--- src/aics_pkg.sv ---
// Package of constants for the amplifier input channel selector
package aics_pkg;
  // Bus byte addresses are four times the register index
  localparam logic [7:0] IDX_AMP_MODE = 8'h90;
  localparam logic [7:0] IDX_INPUT_SELECT = 8'h91;
  localparam logic [9:0] ADDR_AMP_MODE = {IDX_AMP_MODE, 2'h0};
  localparam logic [9:0] ADDR_INPUT_SELECT = {IDX_INPUT_SELECT, 2'h0};
  localparam int ADDR_W = 10;
  localparam int SEL_W = 3;
  localparam int GAIN_W = 3;
  // Input select field codes
  localparam logic [2:0] SEL_DIFF = 3'h0;
  localparam logic [2:0] SEL_POS_CM = 3'h1;
  localparam logic [2:0] SEL_NEG_CM = 3'h2;
  localparam logic [2:0] SEL_SHORT = 3'h3;
  localparam logic [2:0] SEL_RSV4 = 3'h4;
  localparam logic [2:0] SEL_TEMP = 3'h5;
  localparam logic [2:0] SEL_VDET = 3'h6;
  localparam logic [2:0] SEL_RSV7 = 3'h7;
  localparam logic [2:0] SEL_RESET = 3'h0;
  // Gain select field codes
  localparam logic [2:0] GAIN_16 = 3'h0;
  localparam logic [2:0] GAIN_32 = 3'h1;
  localparam logic [2:0] GAIN_64 = 3'h2;
  localparam logic [2:0] GAIN_128 = 3'h3;
  localparam logic [2:0] GAIN_UNITY = 3'h7;
  // Mode register layout and reset value
  localparam int MODE_ENABLE_BIT = 0;
  localparam int MODE_GAIN_LSB = 1;
  localparam int MODE_GAIN_MSB = 3;
  localparam logic [7:0] MODE_RESET = 8'hbe;
  // Multiplexer switch vector: positive side and negative side sources
  localparam logic [2:0] SRC_NONE = 3'h0;
  localparam logic [2:0] SRC_POS_IN = 3'h1;
  localparam logic [2:0] SRC_NEG_IN = 3'h2;
  localparam logic [2:0] SRC_CM_REF = 3'h3;
  localparam logic [2:0] SRC_TEMP = 3'h4;
  localparam logic [2:0] SRC_FIXED = 3'h5;
  localparam logic [2:0] SRC_TAP_3 = 3'h6;
  localparam logic [2:0] SRC_TAP_2 = 3'h7;
  // Gain multipliers as log2 shift
  localparam logic [2:0] SHIFT_UNITY = 3'h0;
  localparam logic [2:0] SHIFT_16 = 3'h4;
  localparam logic [2:0] SHIFT_32 = 3'h5;
  localparam logic [2:0] SHIFT_64 = 3'h6;
  localparam logic [2:0] SHIFT_128 = 3'h7;
endpackage

--- src/aics_route.sv ---
// Combinational map from select and gain codes to mux switches and gain shift
`timescale 1ns/1ns
`default_nettype none
module aics_route
(
  input wire logic [2:0] i_select,
  input wire logic [2:0] i_gain,
  output logic [2:0] o_pos_src,
  output logic [2:0] o_neg_src,
  output logic [2:0] o_gain_shift,
  output logic o_gain_valid,
  output logic o_select_valid
);
  always_comb
  begin
    o_pos_src = aics_pkg::SRC_NONE;
    o_neg_src = aics_pkg::SRC_NONE;
    o_select_valid = 1'b1;
    case (i_select)
      aics_pkg::SEL_DIFF:
      begin
        o_pos_src = aics_pkg::SRC_POS_IN;
        o_neg_src = aics_pkg::SRC_NEG_IN;
      end
      aics_pkg::SEL_POS_CM:
      begin
        o_pos_src = aics_pkg::SRC_POS_IN;
        o_neg_src = aics_pkg::SRC_CM_REF;
      end
      aics_pkg::SEL_NEG_CM:
      begin
        o_pos_src = aics_pkg::SRC_NEG_IN;
        o_neg_src = aics_pkg::SRC_CM_REF;
      end
      aics_pkg::SEL_SHORT:
      begin
        o_pos_src = aics_pkg::SRC_CM_REF;
        o_neg_src = aics_pkg::SRC_CM_REF;
      end
      aics_pkg::SEL_TEMP:
      begin
        o_pos_src = aics_pkg::SRC_TEMP;
        o_neg_src = aics_pkg::SRC_FIXED;
      end
      aics_pkg::SEL_VDET:
      begin
        o_pos_src = aics_pkg::SRC_TAP_3;
        o_neg_src = aics_pkg::SRC_TAP_2;
      end
      default:
      begin
        // Reserved codes leave both switches open
        o_select_valid = 1'b0;
      end
    endcase
  end

  always_comb
  begin
    o_gain_shift = aics_pkg::SHIFT_UNITY;
    o_gain_valid = 1'b1;
    if (i_select == aics_pkg::SEL_TEMP)
    begin
      // Sensor path is fixed at unity whatever the field holds
      o_gain_shift = aics_pkg::SHIFT_UNITY;
      o_gain_valid = (i_gain == aics_pkg::GAIN_UNITY);
    end
    else
    begin
      case (i_gain)
        aics_pkg::GAIN_16: o_gain_shift = aics_pkg::SHIFT_16;
        aics_pkg::GAIN_32: o_gain_shift = aics_pkg::SHIFT_32;
        aics_pkg::GAIN_64: o_gain_shift = aics_pkg::SHIFT_64;
        aics_pkg::GAIN_128: o_gain_shift = aics_pkg::SHIFT_128;
        aics_pkg::GAIN_UNITY: o_gain_shift = aics_pkg::SHIFT_UNITY;
        default: o_gain_valid = 1'b0;
      endcase
    end
  end
endmodule
`default_nettype wire

--- src/aics_top.sv ---
// Amplifier input channel selector: register slave and mux control outputs
// Behaviour
// - 3-bit read/write select field, bits 2:0 of register 0x91, reset to zero
// - Code 000 routes positive and negative inputs as a differential pair
// - Code 001 routes positive input against common-mode reference
// - Code 010 routes negative input against common-mode reference
// - Code 011 ties both amplifier inputs to common-mode reference for offset test
// - Code 101 feeds temperature sensor against fixed level at unity gain
// - Code 110 presents 3/16 versus 2/16 supply tap to the amplifier
// - Gain field: 111 unity, 000..011 give 16,32,64,128, rest reserved
// - Enable bit turns amplifier on when one, off when zero
//
// Chosen here: the Avalon-MM interface to the registers.
`timescale 1ns/1ns
`default_nettype none
module aics_top
(
  input wire logic i_clock,
  input wire logic i_rstn,
  input wire logic [9:0] i_address,
  input wire logic i_read,
  input wire logic i_write,
  input wire logic [31:0] i_writedata,
  input wire logic [3:0] i_byteenable,
  output logic [31:0] o_readdata,
  output logic o_waitrequest,
  output logic o_amp_enable,
  output logic [2:0] o_pos_src,
  output logic [2:0] o_neg_src,
  output logic [2:0] o_gain_shift,
  output logic o_gain_valid,
  output logic o_select_valid
);
  ////////////////////////////////////////////////////////////////////////////
  // Bus handshake: one wait cycle, answer on the second edge of a request
  logic ack;
  logic next_ack;
  logic [2:0] input_select_field;
  logic [2:0] next_input_select_field;
  logic [7:0] amp_mode_register;
  logic [7:0] next_amp_mode_register;
  logic [31:0] readdata;
  logic [31:0] next_readdata;
  logic req;
  logic take;
  logic [2:0] gain_field;

  assign req = i_read | i_write;
  assign take = req & ack;
  assign o_waitrequest = req & ~ack;

  always_comb
  begin
    next_ack = req & ~ack;
  end

  ////////////////////////////////////////////////////////////////////////////
  // Register file
  always_comb
  begin
    next_input_select_field = input_select_field;
    next_amp_mode_register = amp_mode_register;
    if (take && i_write && i_byteenable[0])
    begin
      if (i_address == aics_pkg::ADDR_INPUT_SELECT)
      begin
        // Upper bits are not stored
        next_input_select_field = i_writedata[2:0];
      end
      if (i_address == aics_pkg::ADDR_AMP_MODE)
      begin
        next_amp_mode_register = i_writedata[7:0];
      end
    end
  end

  always_comb
  begin
    next_readdata = readdata;
    if (req && !ack && i_read)
    begin
      // Unmapped addresses read as zero
      next_readdata = 32'h0;
      if (i_address == aics_pkg::ADDR_INPUT_SELECT)
      begin
        next_readdata = {29'h0, input_select_field};
      end
      if (i_address == aics_pkg::ADDR_AMP_MODE)
      begin
        next_readdata = {24'h0, amp_mode_register};
      end
    end
  end

  ////////////////////////////////////////////////////////////////////////////
  // State registers, one process per group
  always_ff @(posedge i_clock or negedge i_rstn)
  begin
    if (!i_rstn)
    begin
      ack <= 1'b0;
    end
    else
    begin
      ack <= next_ack;
    end
  end

  always_ff @(posedge i_clock or negedge i_rstn)
  begin
    if (!i_rstn)
    begin
      input_select_field <= aics_pkg::SEL_RESET;
      amp_mode_register <= aics_pkg::MODE_RESET;
    end
    else
    begin
      input_select_field <= next_input_select_field;
      amp_mode_register <= next_amp_mode_register;
    end
  end

  // Read data captured in the wait cycle so it stands when waitrequest drops
  always_ff @(posedge i_clock or negedge i_rstn)
  begin
    if (!i_rstn)
    begin
      readdata <= 32'h0;
    end
    else
    begin
      readdata <= next_readdata;
    end
  end

  assign o_readdata = readdata;

  ////////////////////////////////////////////////////////////////////////////
  // Mux and gain control
  // Enable is not gated by select changes so a channel swap never drops power
  assign o_amp_enable = amp_mode_register[aics_pkg::MODE_ENABLE_BIT];
  assign gain_field = amp_mode_register[aics_pkg::MODE_GAIN_MSB:aics_pkg::MODE_GAIN_LSB];

  aics_route u_route
  (
    .i_select(input_select_field),
    .i_gain(amp_mode_register[aics_pkg::MODE_GAIN_MSB:aics_pkg::MODE_GAIN_LSB]),
    .o_pos_src(o_pos_src),
    .o_neg_src(o_neg_src),
    .o_gain_shift(o_gain_shift),
    .o_gain_valid(o_gain_valid),
    .o_select_valid(o_select_valid)
  );

  ////////////////////////////////////////////////////////////////////////////
  // Checks
  a_select_write: assert property (@(posedge i_clock) disable iff (!i_rstn)
    (take && i_write && i_byteenable[0] && i_address == aics_pkg::ADDR_INPUT_SELECT)
    |=> input_select_field == $past(i_writedata[2:0]))
    else $error("select field not written");
  a_select_readback: assert property (@(posedge i_clock) disable iff (!i_rstn)
    (take && i_read && i_address == aics_pkg::ADDR_INPUT_SELECT)
    |-> o_readdata == {29'h0, input_select_field})
    else $error("select readback wrong");
  a_upper_zero: assert property (@(posedge i_clock) disable iff (!i_rstn)
    (take && i_read && i_address == aics_pkg::ADDR_INPUT_SELECT)
    |-> (o_readdata >> aics_pkg::SEL_W) == 32'h0)
    else $error("unused select bits not zero");
  a_lane_ignored: assert property (@(posedge i_clock) disable iff (!i_rstn)
    (take && i_write && !i_byteenable[0])
    |=> $stable(input_select_field) && $stable(amp_mode_register))
    else $error("write without lane zero stored");
  a_diff_route: assert property (@(posedge i_clock) disable iff (!i_rstn)
    input_select_field == aics_pkg::SEL_DIFF
    |-> o_pos_src == aics_pkg::SRC_POS_IN && o_neg_src == aics_pkg::SRC_NEG_IN)
    else $error("differential route wrong");
  a_pos_route: assert property (@(posedge i_clock) disable iff (!i_rstn)
    input_select_field == aics_pkg::SEL_POS_CM
    |-> o_pos_src == aics_pkg::SRC_POS_IN && o_neg_src == aics_pkg::SRC_CM_REF)
    else $error("positive single route wrong");
  a_neg_route: assert property (@(posedge i_clock) disable iff (!i_rstn)
    input_select_field == aics_pkg::SEL_NEG_CM
    |-> o_pos_src == aics_pkg::SRC_NEG_IN && o_neg_src == aics_pkg::SRC_CM_REF)
    else $error("negative single route wrong");
  a_short_route: assert property (@(posedge i_clock) disable iff (!i_rstn)
    input_select_field == aics_pkg::SEL_SHORT
    |-> o_pos_src == aics_pkg::SRC_CM_REF && o_neg_src == aics_pkg::SRC_CM_REF)
    else $error("short route wrong");
  a_temp_unity: assert property (@(posedge i_clock) disable iff (!i_rstn)
    input_select_field == aics_pkg::SEL_TEMP
    |-> o_pos_src == aics_pkg::SRC_TEMP && o_neg_src == aics_pkg::SRC_FIXED
      && o_gain_shift == aics_pkg::SHIFT_UNITY)
    else $error("temperature path wrong");
  a_temp_gain_flag: assert property (@(posedge i_clock) disable iff (!i_rstn)
    (input_select_field == aics_pkg::SEL_TEMP && gain_field != aics_pkg::GAIN_UNITY)
    |-> !o_gain_valid)
    else $error("sensor gain not flagged");
  a_vdet_route: assert property (@(posedge i_clock) disable iff (!i_rstn)
    input_select_field == aics_pkg::SEL_VDET
    |-> o_pos_src == aics_pkg::SRC_TAP_3 && o_neg_src == aics_pkg::SRC_TAP_2)
    else $error("detection tap wrong");
  a_gain_128: assert property (@(posedge i_clock) disable iff (!i_rstn)
    (input_select_field != aics_pkg::SEL_TEMP && gain_field == aics_pkg::GAIN_128)
    |-> o_gain_shift == aics_pkg::SHIFT_128 && o_gain_valid)
    else $error("gain decode wrong");
  a_gain_reserved: assert property (@(posedge i_clock) disable iff (!i_rstn)
    (gain_field > aics_pkg::GAIN_128 && gain_field != aics_pkg::GAIN_UNITY)
    |-> !o_gain_valid)
    else $error("reserved gain accepted");
  a_enable_follows: assert property (@(posedge i_clock) disable iff (!i_rstn)
    (take && i_write && i_byteenable[0] && i_address == aics_pkg::ADDR_AMP_MODE)
    |=> o_amp_enable == $past(i_writedata[0]))
    else $error("enable bit not applied");
  a_enable_kept: assert property (@(posedge i_clock) disable iff (!i_rstn)
    (take && i_write && i_address == aics_pkg::ADDR_INPUT_SELECT)
    |=> $stable(o_amp_enable))
    else $error("select write moved enable");
  a_reserved_open: assert property (@(posedge i_clock) disable iff (!i_rstn)
    (input_select_field == aics_pkg::SEL_RSV4 || input_select_field == aics_pkg::SEL_RSV7)
    |-> !o_select_valid && o_pos_src == aics_pkg::SRC_NONE && o_neg_src == aics_pkg::SRC_NONE)
    else $error("reserved code routed");
  a_wait_one: assert property (@(posedge i_clock) disable iff (!i_rstn)
    (req && !ack) |=> (!req || !o_waitrequest))
    else $error("waitrequest held too long");
endmodule
`default_nettype wire

--- config.mk ---
export PLATFORM = sky130hd
export DESIGN_NAME = aics_top
export DESIGN_NICKNAME = d
export VERILOG_FILES = /design/src/aics_pkg.sv /design/src/aics_route.sv /design/src/aics_top.sv
export SDC_FILE = /design/constraint.sdc
export NUM_CORES = 1
export LEC_CHECK = 0
export BUFFER_PORTS_ARGS = -buffer_cell sky130_fd_sc_hd__clkbuf_2
export CORE_MARGIN = 3
export CORE_UTILIZATION = 38
export CTS_CLUSTER_SIZE = 16
export DETAILED_ROUTE_END_ITERATION = 8
export PLACE_DENSITY = 0.78
export SLEW_MARGIN = 10
export SYNTH_ARGS = -nofsm -noshare
export SYNTH_HDL_FRONTEND = slang
export SYNTH_SLANG_ARGS = --single-unit
--- constraint.sdc ---
create_clock -name i_clock -period 1.6 [get_ports i_clock]
set_input_delay 0.4 -clock i_clock [delete_from_list [all_inputs] [get_ports i_clock]]
set_output_delay 0.4 -clock i_clock [all_outputs]
set_load 0.02 [all_outputs]
# Word-level counts from Yosys, hierarchy flattened
# Cells that the tools add are included.
[word_totals]
out_inout_bits = 45
input_bits = 50
regBits = 44
[op_classes]
n_mux = 9
n_bitwise = 4
n_reduce_logical = 13
n_eq_ne = 11
[ops]
columns = ["cell", "count"]
rows = [
  ["$pmux 3 s4", 2],
  ["$eq 10x10->1 const B", 2],
  ["$pmux 3 s5", 1],
  ["$eq 3x2->1 const B", 4],
  ["$eq 3x3->1 const B", 3],
  ["$mux 8", 1],
  ["$eq 3x1->1 const B", 2],
  ["$logic_not 3->1", 2],
  ["$mux 3", 2],
  ["$reduce_or 6->1", 1],
  ["$reduce_or 5->1", 1],
  ["$logic_and 1x1->1", 4],
  ["$reduce_and 2->1", 2],
  ["$mux 1", 3],
  ["$reduce_or 3->1", 1],
  ["$and 1x1->1", 2],
  ["$reduce_or 2->1", 1],
  ["$logic_not 1->1", 1],
  ["$not 1->1", 1],
  ["$or 1x1->1", 1],
]

# Longest topological paths before layout
[logic_depth]
word_depth = 5
ltp_mapped = 5
ltp_nobuf = 3

# Modules after synthesis
# From an unflattened synthesis, not the netlist that was laid out.
[unflattened]
cells_unflattened = 110
area_unflattened_um2 = 1201.2
[modules_own_cells]
columns = ["module", "area_per_inst_um2", "instances", "seq_area_each_um2", "cells_per_inst"]
rows = [
  ["aics_top", 1097.3, 1, 508.0, 94],
  ["aics_route", 103.8, 1, 0.0, 16],
]

# Worst setup path before layout
# Ideal clock, no wire load.
[synth_path]
path_type = "input to register"
start = "input i_address[0]"
end = "register amp_mode_register[0]"
path_buffers = 0
t_arrival_ns = 1.855
cell_stages = 3
setup_slack_ns = -0.380
cell_sequence = "or4_1 -> nor4_4 -> mux2_2"
[synth_via]
elab_chain_cells = 2
[synth_lines]
columns = ["element", "line_no", "text"]
rows = [
  ["start, declared", "aics_top.sv:20", "input wire logic [9:0] i_address,"],
  ["$eq 10x10->1", "aics_top.sv:70", "if (i_address == aics_pkg::ADDR_AMP_MODE)"],
  ["$reduce_and 2->1 (no source line)", "n/a", ""],
  ["end signal, assigned", "aics_top.sv:114", "amp_mode_register <= aics_pkg::MODE_RESET;"],
  ["end signal, assigned", "aics_top.sv:119", "amp_mode_register <= next_amp_mode_register;"],
  ["end, declared", "aics_top.sv:40", "logic [7:0] amp_mode_register;"],
]
# No other way between the ends.
# A chain may end at the register's enable or synchronous reset.

# Final worst setup path
[layout_path]
start = "register input_select_field[0]"
end = "output o_neg_src[2]"
[layout_via]
elab_chain_cells = 3
elab_cells_between_ends = 8
[layout_lines]
columns = ["element", "line_no", "text"]
rows = [
  ["start, declared", "aics_top.sv:38", "logic [2:0] input_select_field;"],
  ["start signal, assigned", "aics_top.sv:113", "input_select_field <= aics_pkg::SEL_RESET;"],
  ["start signal, assigned", "aics_top.sv:118", "input_select_field <= next_input_select_field;"],
  ["$eq 3x1->1 or $eq 3x2->1 (tied branches)", "aics_route.sv:19", "case (i_select)"],
  ["$reduce_or 3->1 (no source line)", "n/a", ""],
  ["$pmux 3 s4 *", "aics_route.sv:19", ""],
  ["end, declared", "aics_top.sv:29", "output logic [2:0] o_neg_src,"],
]
# Mark *: on every way between the ends. The rest lies on a longest branch, timed or not.

==> impl_metrics.tcl <==
set metrics [dict create \
    status "complete, but fails checks" \
    violations "setup timing" \
    synth_top_cell_by_area "dfrtp_1" \
    die_x_um 61.1 \
    grt_usage_pct 14.9 \
    finalWorstSetupSlack_ns -0.0838 \
    clock-sinks 20 \
    synth_edf_count 0 \
    final_common_cell "clkbuf_2" \
    seq_area_frac_synth_pct 44.1 \
    multi_input_area_um2 669 \
    cp_top_family "flip-flops" \
    io_buffer_count 43 \
    p_leak_nw 0.817 \
    placementRows 19 \
    synth_seq_cells 20 \
    setup_viol 9 \
    min_path_type "input port to asynchronous set/reset pin" \
    slew_headroom_pct 54.4 \
    antenna_found_initial 0 \
    drive_above_1_share_pct 61.3 \
    critPathBufInv 1 \
    die-area_um2 3730 \
    routed_via_density 4.92 \
    io_pins 95 \
    grt_max_degree 21 \
    grt_pass1_vias 925 \
    slowest_stage "dfrtp_2" \
    ant_nets 0 \
    syn_area_um2 1150 \
    final_nets 212 \
    max_stage_delay_ns 0.48 \
    areaGrowthSynthToFinish_pct 40.5 \
    period_needed_ns 1.68 \
    num_vias 940 \
    synth_top_area_share_pct 30.4 \
    period_share_pct 105 \
    hold_viol 0 \
    fin_skew_ns 0.00375 \
    clk_path_buf_depth 2 \
    root_buffer "clkbuf_4" \
    whs_ns 0.0473 \
    first_pass_iters 4 \
    syn_inst 109 \
    die_h_um 61.1 \
    diodes 0 \
    route.detailed.drc 0 \
    final.fill_count 228 \
    end_kind "output pin" \
    place_hpwl_um 1910 \
    final_util_pct 57.2 \
    fin_setup_tns_ns -0.394 \
    worstMarginPinSlew_ns 0.684 \
    grt.overflow.total 0 \
    path_max_fanout 6 \
    worstPathCellList "nand2b_4 -> a21boi_2 -> buf_4" \
    synth_ff_type "dfrtp_1" \
    final_cell_mix "clkbuf_2, conb_1, dfrtp_1" \
    yosysUniqueCellTypes 29 \
    htree_levels 1 \
    cts_buffers 3 \
    routed_wl_um 2820 \
    async_reset_ff_share_pct 100 \
    seqCellArea_um2 510 \
    gp_congestion 0.779 \
    avgRoutedWirePerCell_um 14.8 \
    grt_pass1_wl_um 4150 \
    clk_pin_slew_ns 0.11 \
    irDropWorstVdd_uv 370 \
    tritoncts "built" \
    crit_path_start_kind "flip-flop" \
    initial_core_util_pct 40.7 \
    power.density_nw_per_um2 552 \
    hold_buffers 0 \
    drv_cap 0 \
    synth_area_leaders "dfrtp_1, buf_4, dfstp_2" \
    crit_arrival_ns 1.28 \
    rsz0062_at_grt "yes" \
    core-area_um2 2830 \
    power_mw 0.894 \
    final-max-slew-violation-count 0 \
    worstSetupPathType "flip-flop to output pin" \
    fmax_mhz 594 \
    avgSynthCellArea_um2 10.6 \
    ys_warn_count 0 \
    clock_latency_ns 0.30 \
    critical_path_required_ns 1.20 \
    drt_iter0_drc 13 \
]
## cell usage after synthesis, types with 2 or more instances
master     n
dfstp_2    6
nand2b_1   2
o31ai_1    3
a21boi_0   2
mux2_2    11
nand2_1   10
nor2_1     2
and2_1     2
buf_4     24
mux2i_1    3
dfrtp_1   14
inv_1      6
o41ai_1    5
clkbuf_1   4
## cell type report
| cell class | count | share of cell area, % |
|---|---|---|
| multi-input combinational | 77 | 41.3 |
| sequential | 20 | 31.5 |
| timing repair buffer | 54 | 21.9 |
| tap | 31 | 2.40 |
| clock buffer | 3 | 1.39 |
| inverter | 6 | 1.39 |
## timing repair
| item | in CTS | in global routing |
|---|---|---|
| pin swaps | 3 | 7 |
| setup endpoints to repair | 29 | 19 |
| hold endpoints to repair | 0 | 0 |
| resized for setup | 21 | 34 |
| cloned | 0 | 0 |
| buffers inserted | 5 | 1 |
## worst reg2reg max path: stages (launching register included)
cell and delay [ns]:
dfrtp_1 0.41, nand4b_1 0.17, nor4_4 0.34, buf_4 0.20, mux2_4 0.30
## where the power goes
| group | switching, mW | internal [mW] | total [mW] |
|---|---|---|---|
| registers | 0.00474 | 0.511 | 0.515 |
| logic | 0.106 | 0.0379 | 0.143 |
| clock network | 0.148 | 0.0877 | 0.235 |
## layer usage
| metal | track usage (%) | up-vias | share of wire, % |
|---|---|---|---|
| li1 | - | 427 | - |
| met1 | 19.6 | 456 | 40 |
| met2 | 24.3 | 53 | 52 |
| met3 | 2.31 | 4 | 6.8 |
| met4 | 6.19 | 0 | 1.0 |
| met5 | 0 | - | 0 |
## state kept, by name, indices dropped and copies added, names as in the netlist
signal / count
input_select_field: 3
amp_mode_register: 8
ack: 1
o_readdata: 8
## metrics by stage
stage / cells / setup slack [ns] / cell area (um2)
2_1_floorplan: 132 / -0.333 / 1300
3_3_place_gp: 182 / -0.351 / 1390
3_5_place_dp: 182 / -0.413 / 1390
4_1_cts: 190 / -0.0957 / 1520
5_1_grt: 191 / -0.117 / 1620
6_report: 191 / -0.0838 / 1620
## cell families (layout without fill, tap and decap cells)
| kind of cell | Yosys count | count (layout) | share of synthesized area [%] |
|---|---|---|---|
| AOI/OAI and AO/OA | 14 | 14 | 9.45 |
| muxes | 14 | 14 | 13.4 |
| other | 1 | 24 | 0.325 |
| and+or+nand+nor | 25 | 25 | 13.5 |
| buffers and inverters | 35 | 63 | 19.3 |
| DFF | 20 | 20 | 44.1 |
## path summary, 6_finish.rpt
kind	startpoint	end	slack, ns	cells past startpoint
max reg2reg	ack$_DFF_PN0_	amp_mode_register[6]$_DFFE_PN0P_	0.08	4
min reg2reg	o_readdata[2]$_DFFE_PN0P_	o_readdata[2]$_DFFE_PN0P_	0.50	2
max	input_select_field[0]$_DFFE_PN0P_	o_neg_src[2]	-0.08	3
min in group i_clock	i_writedata[4]	amp_mode_register[4]$_DFFE_PN1P_	0.33	2
max in group asynchronous	i_rstn	input_select_field[0]$_DFFE_PN0P_	1.19	1
min	i_rstn	o_readdata[7]$_DFFE_PN0P_	0.05	1
No activity file was read; power rests on OpenSTA's default activity.
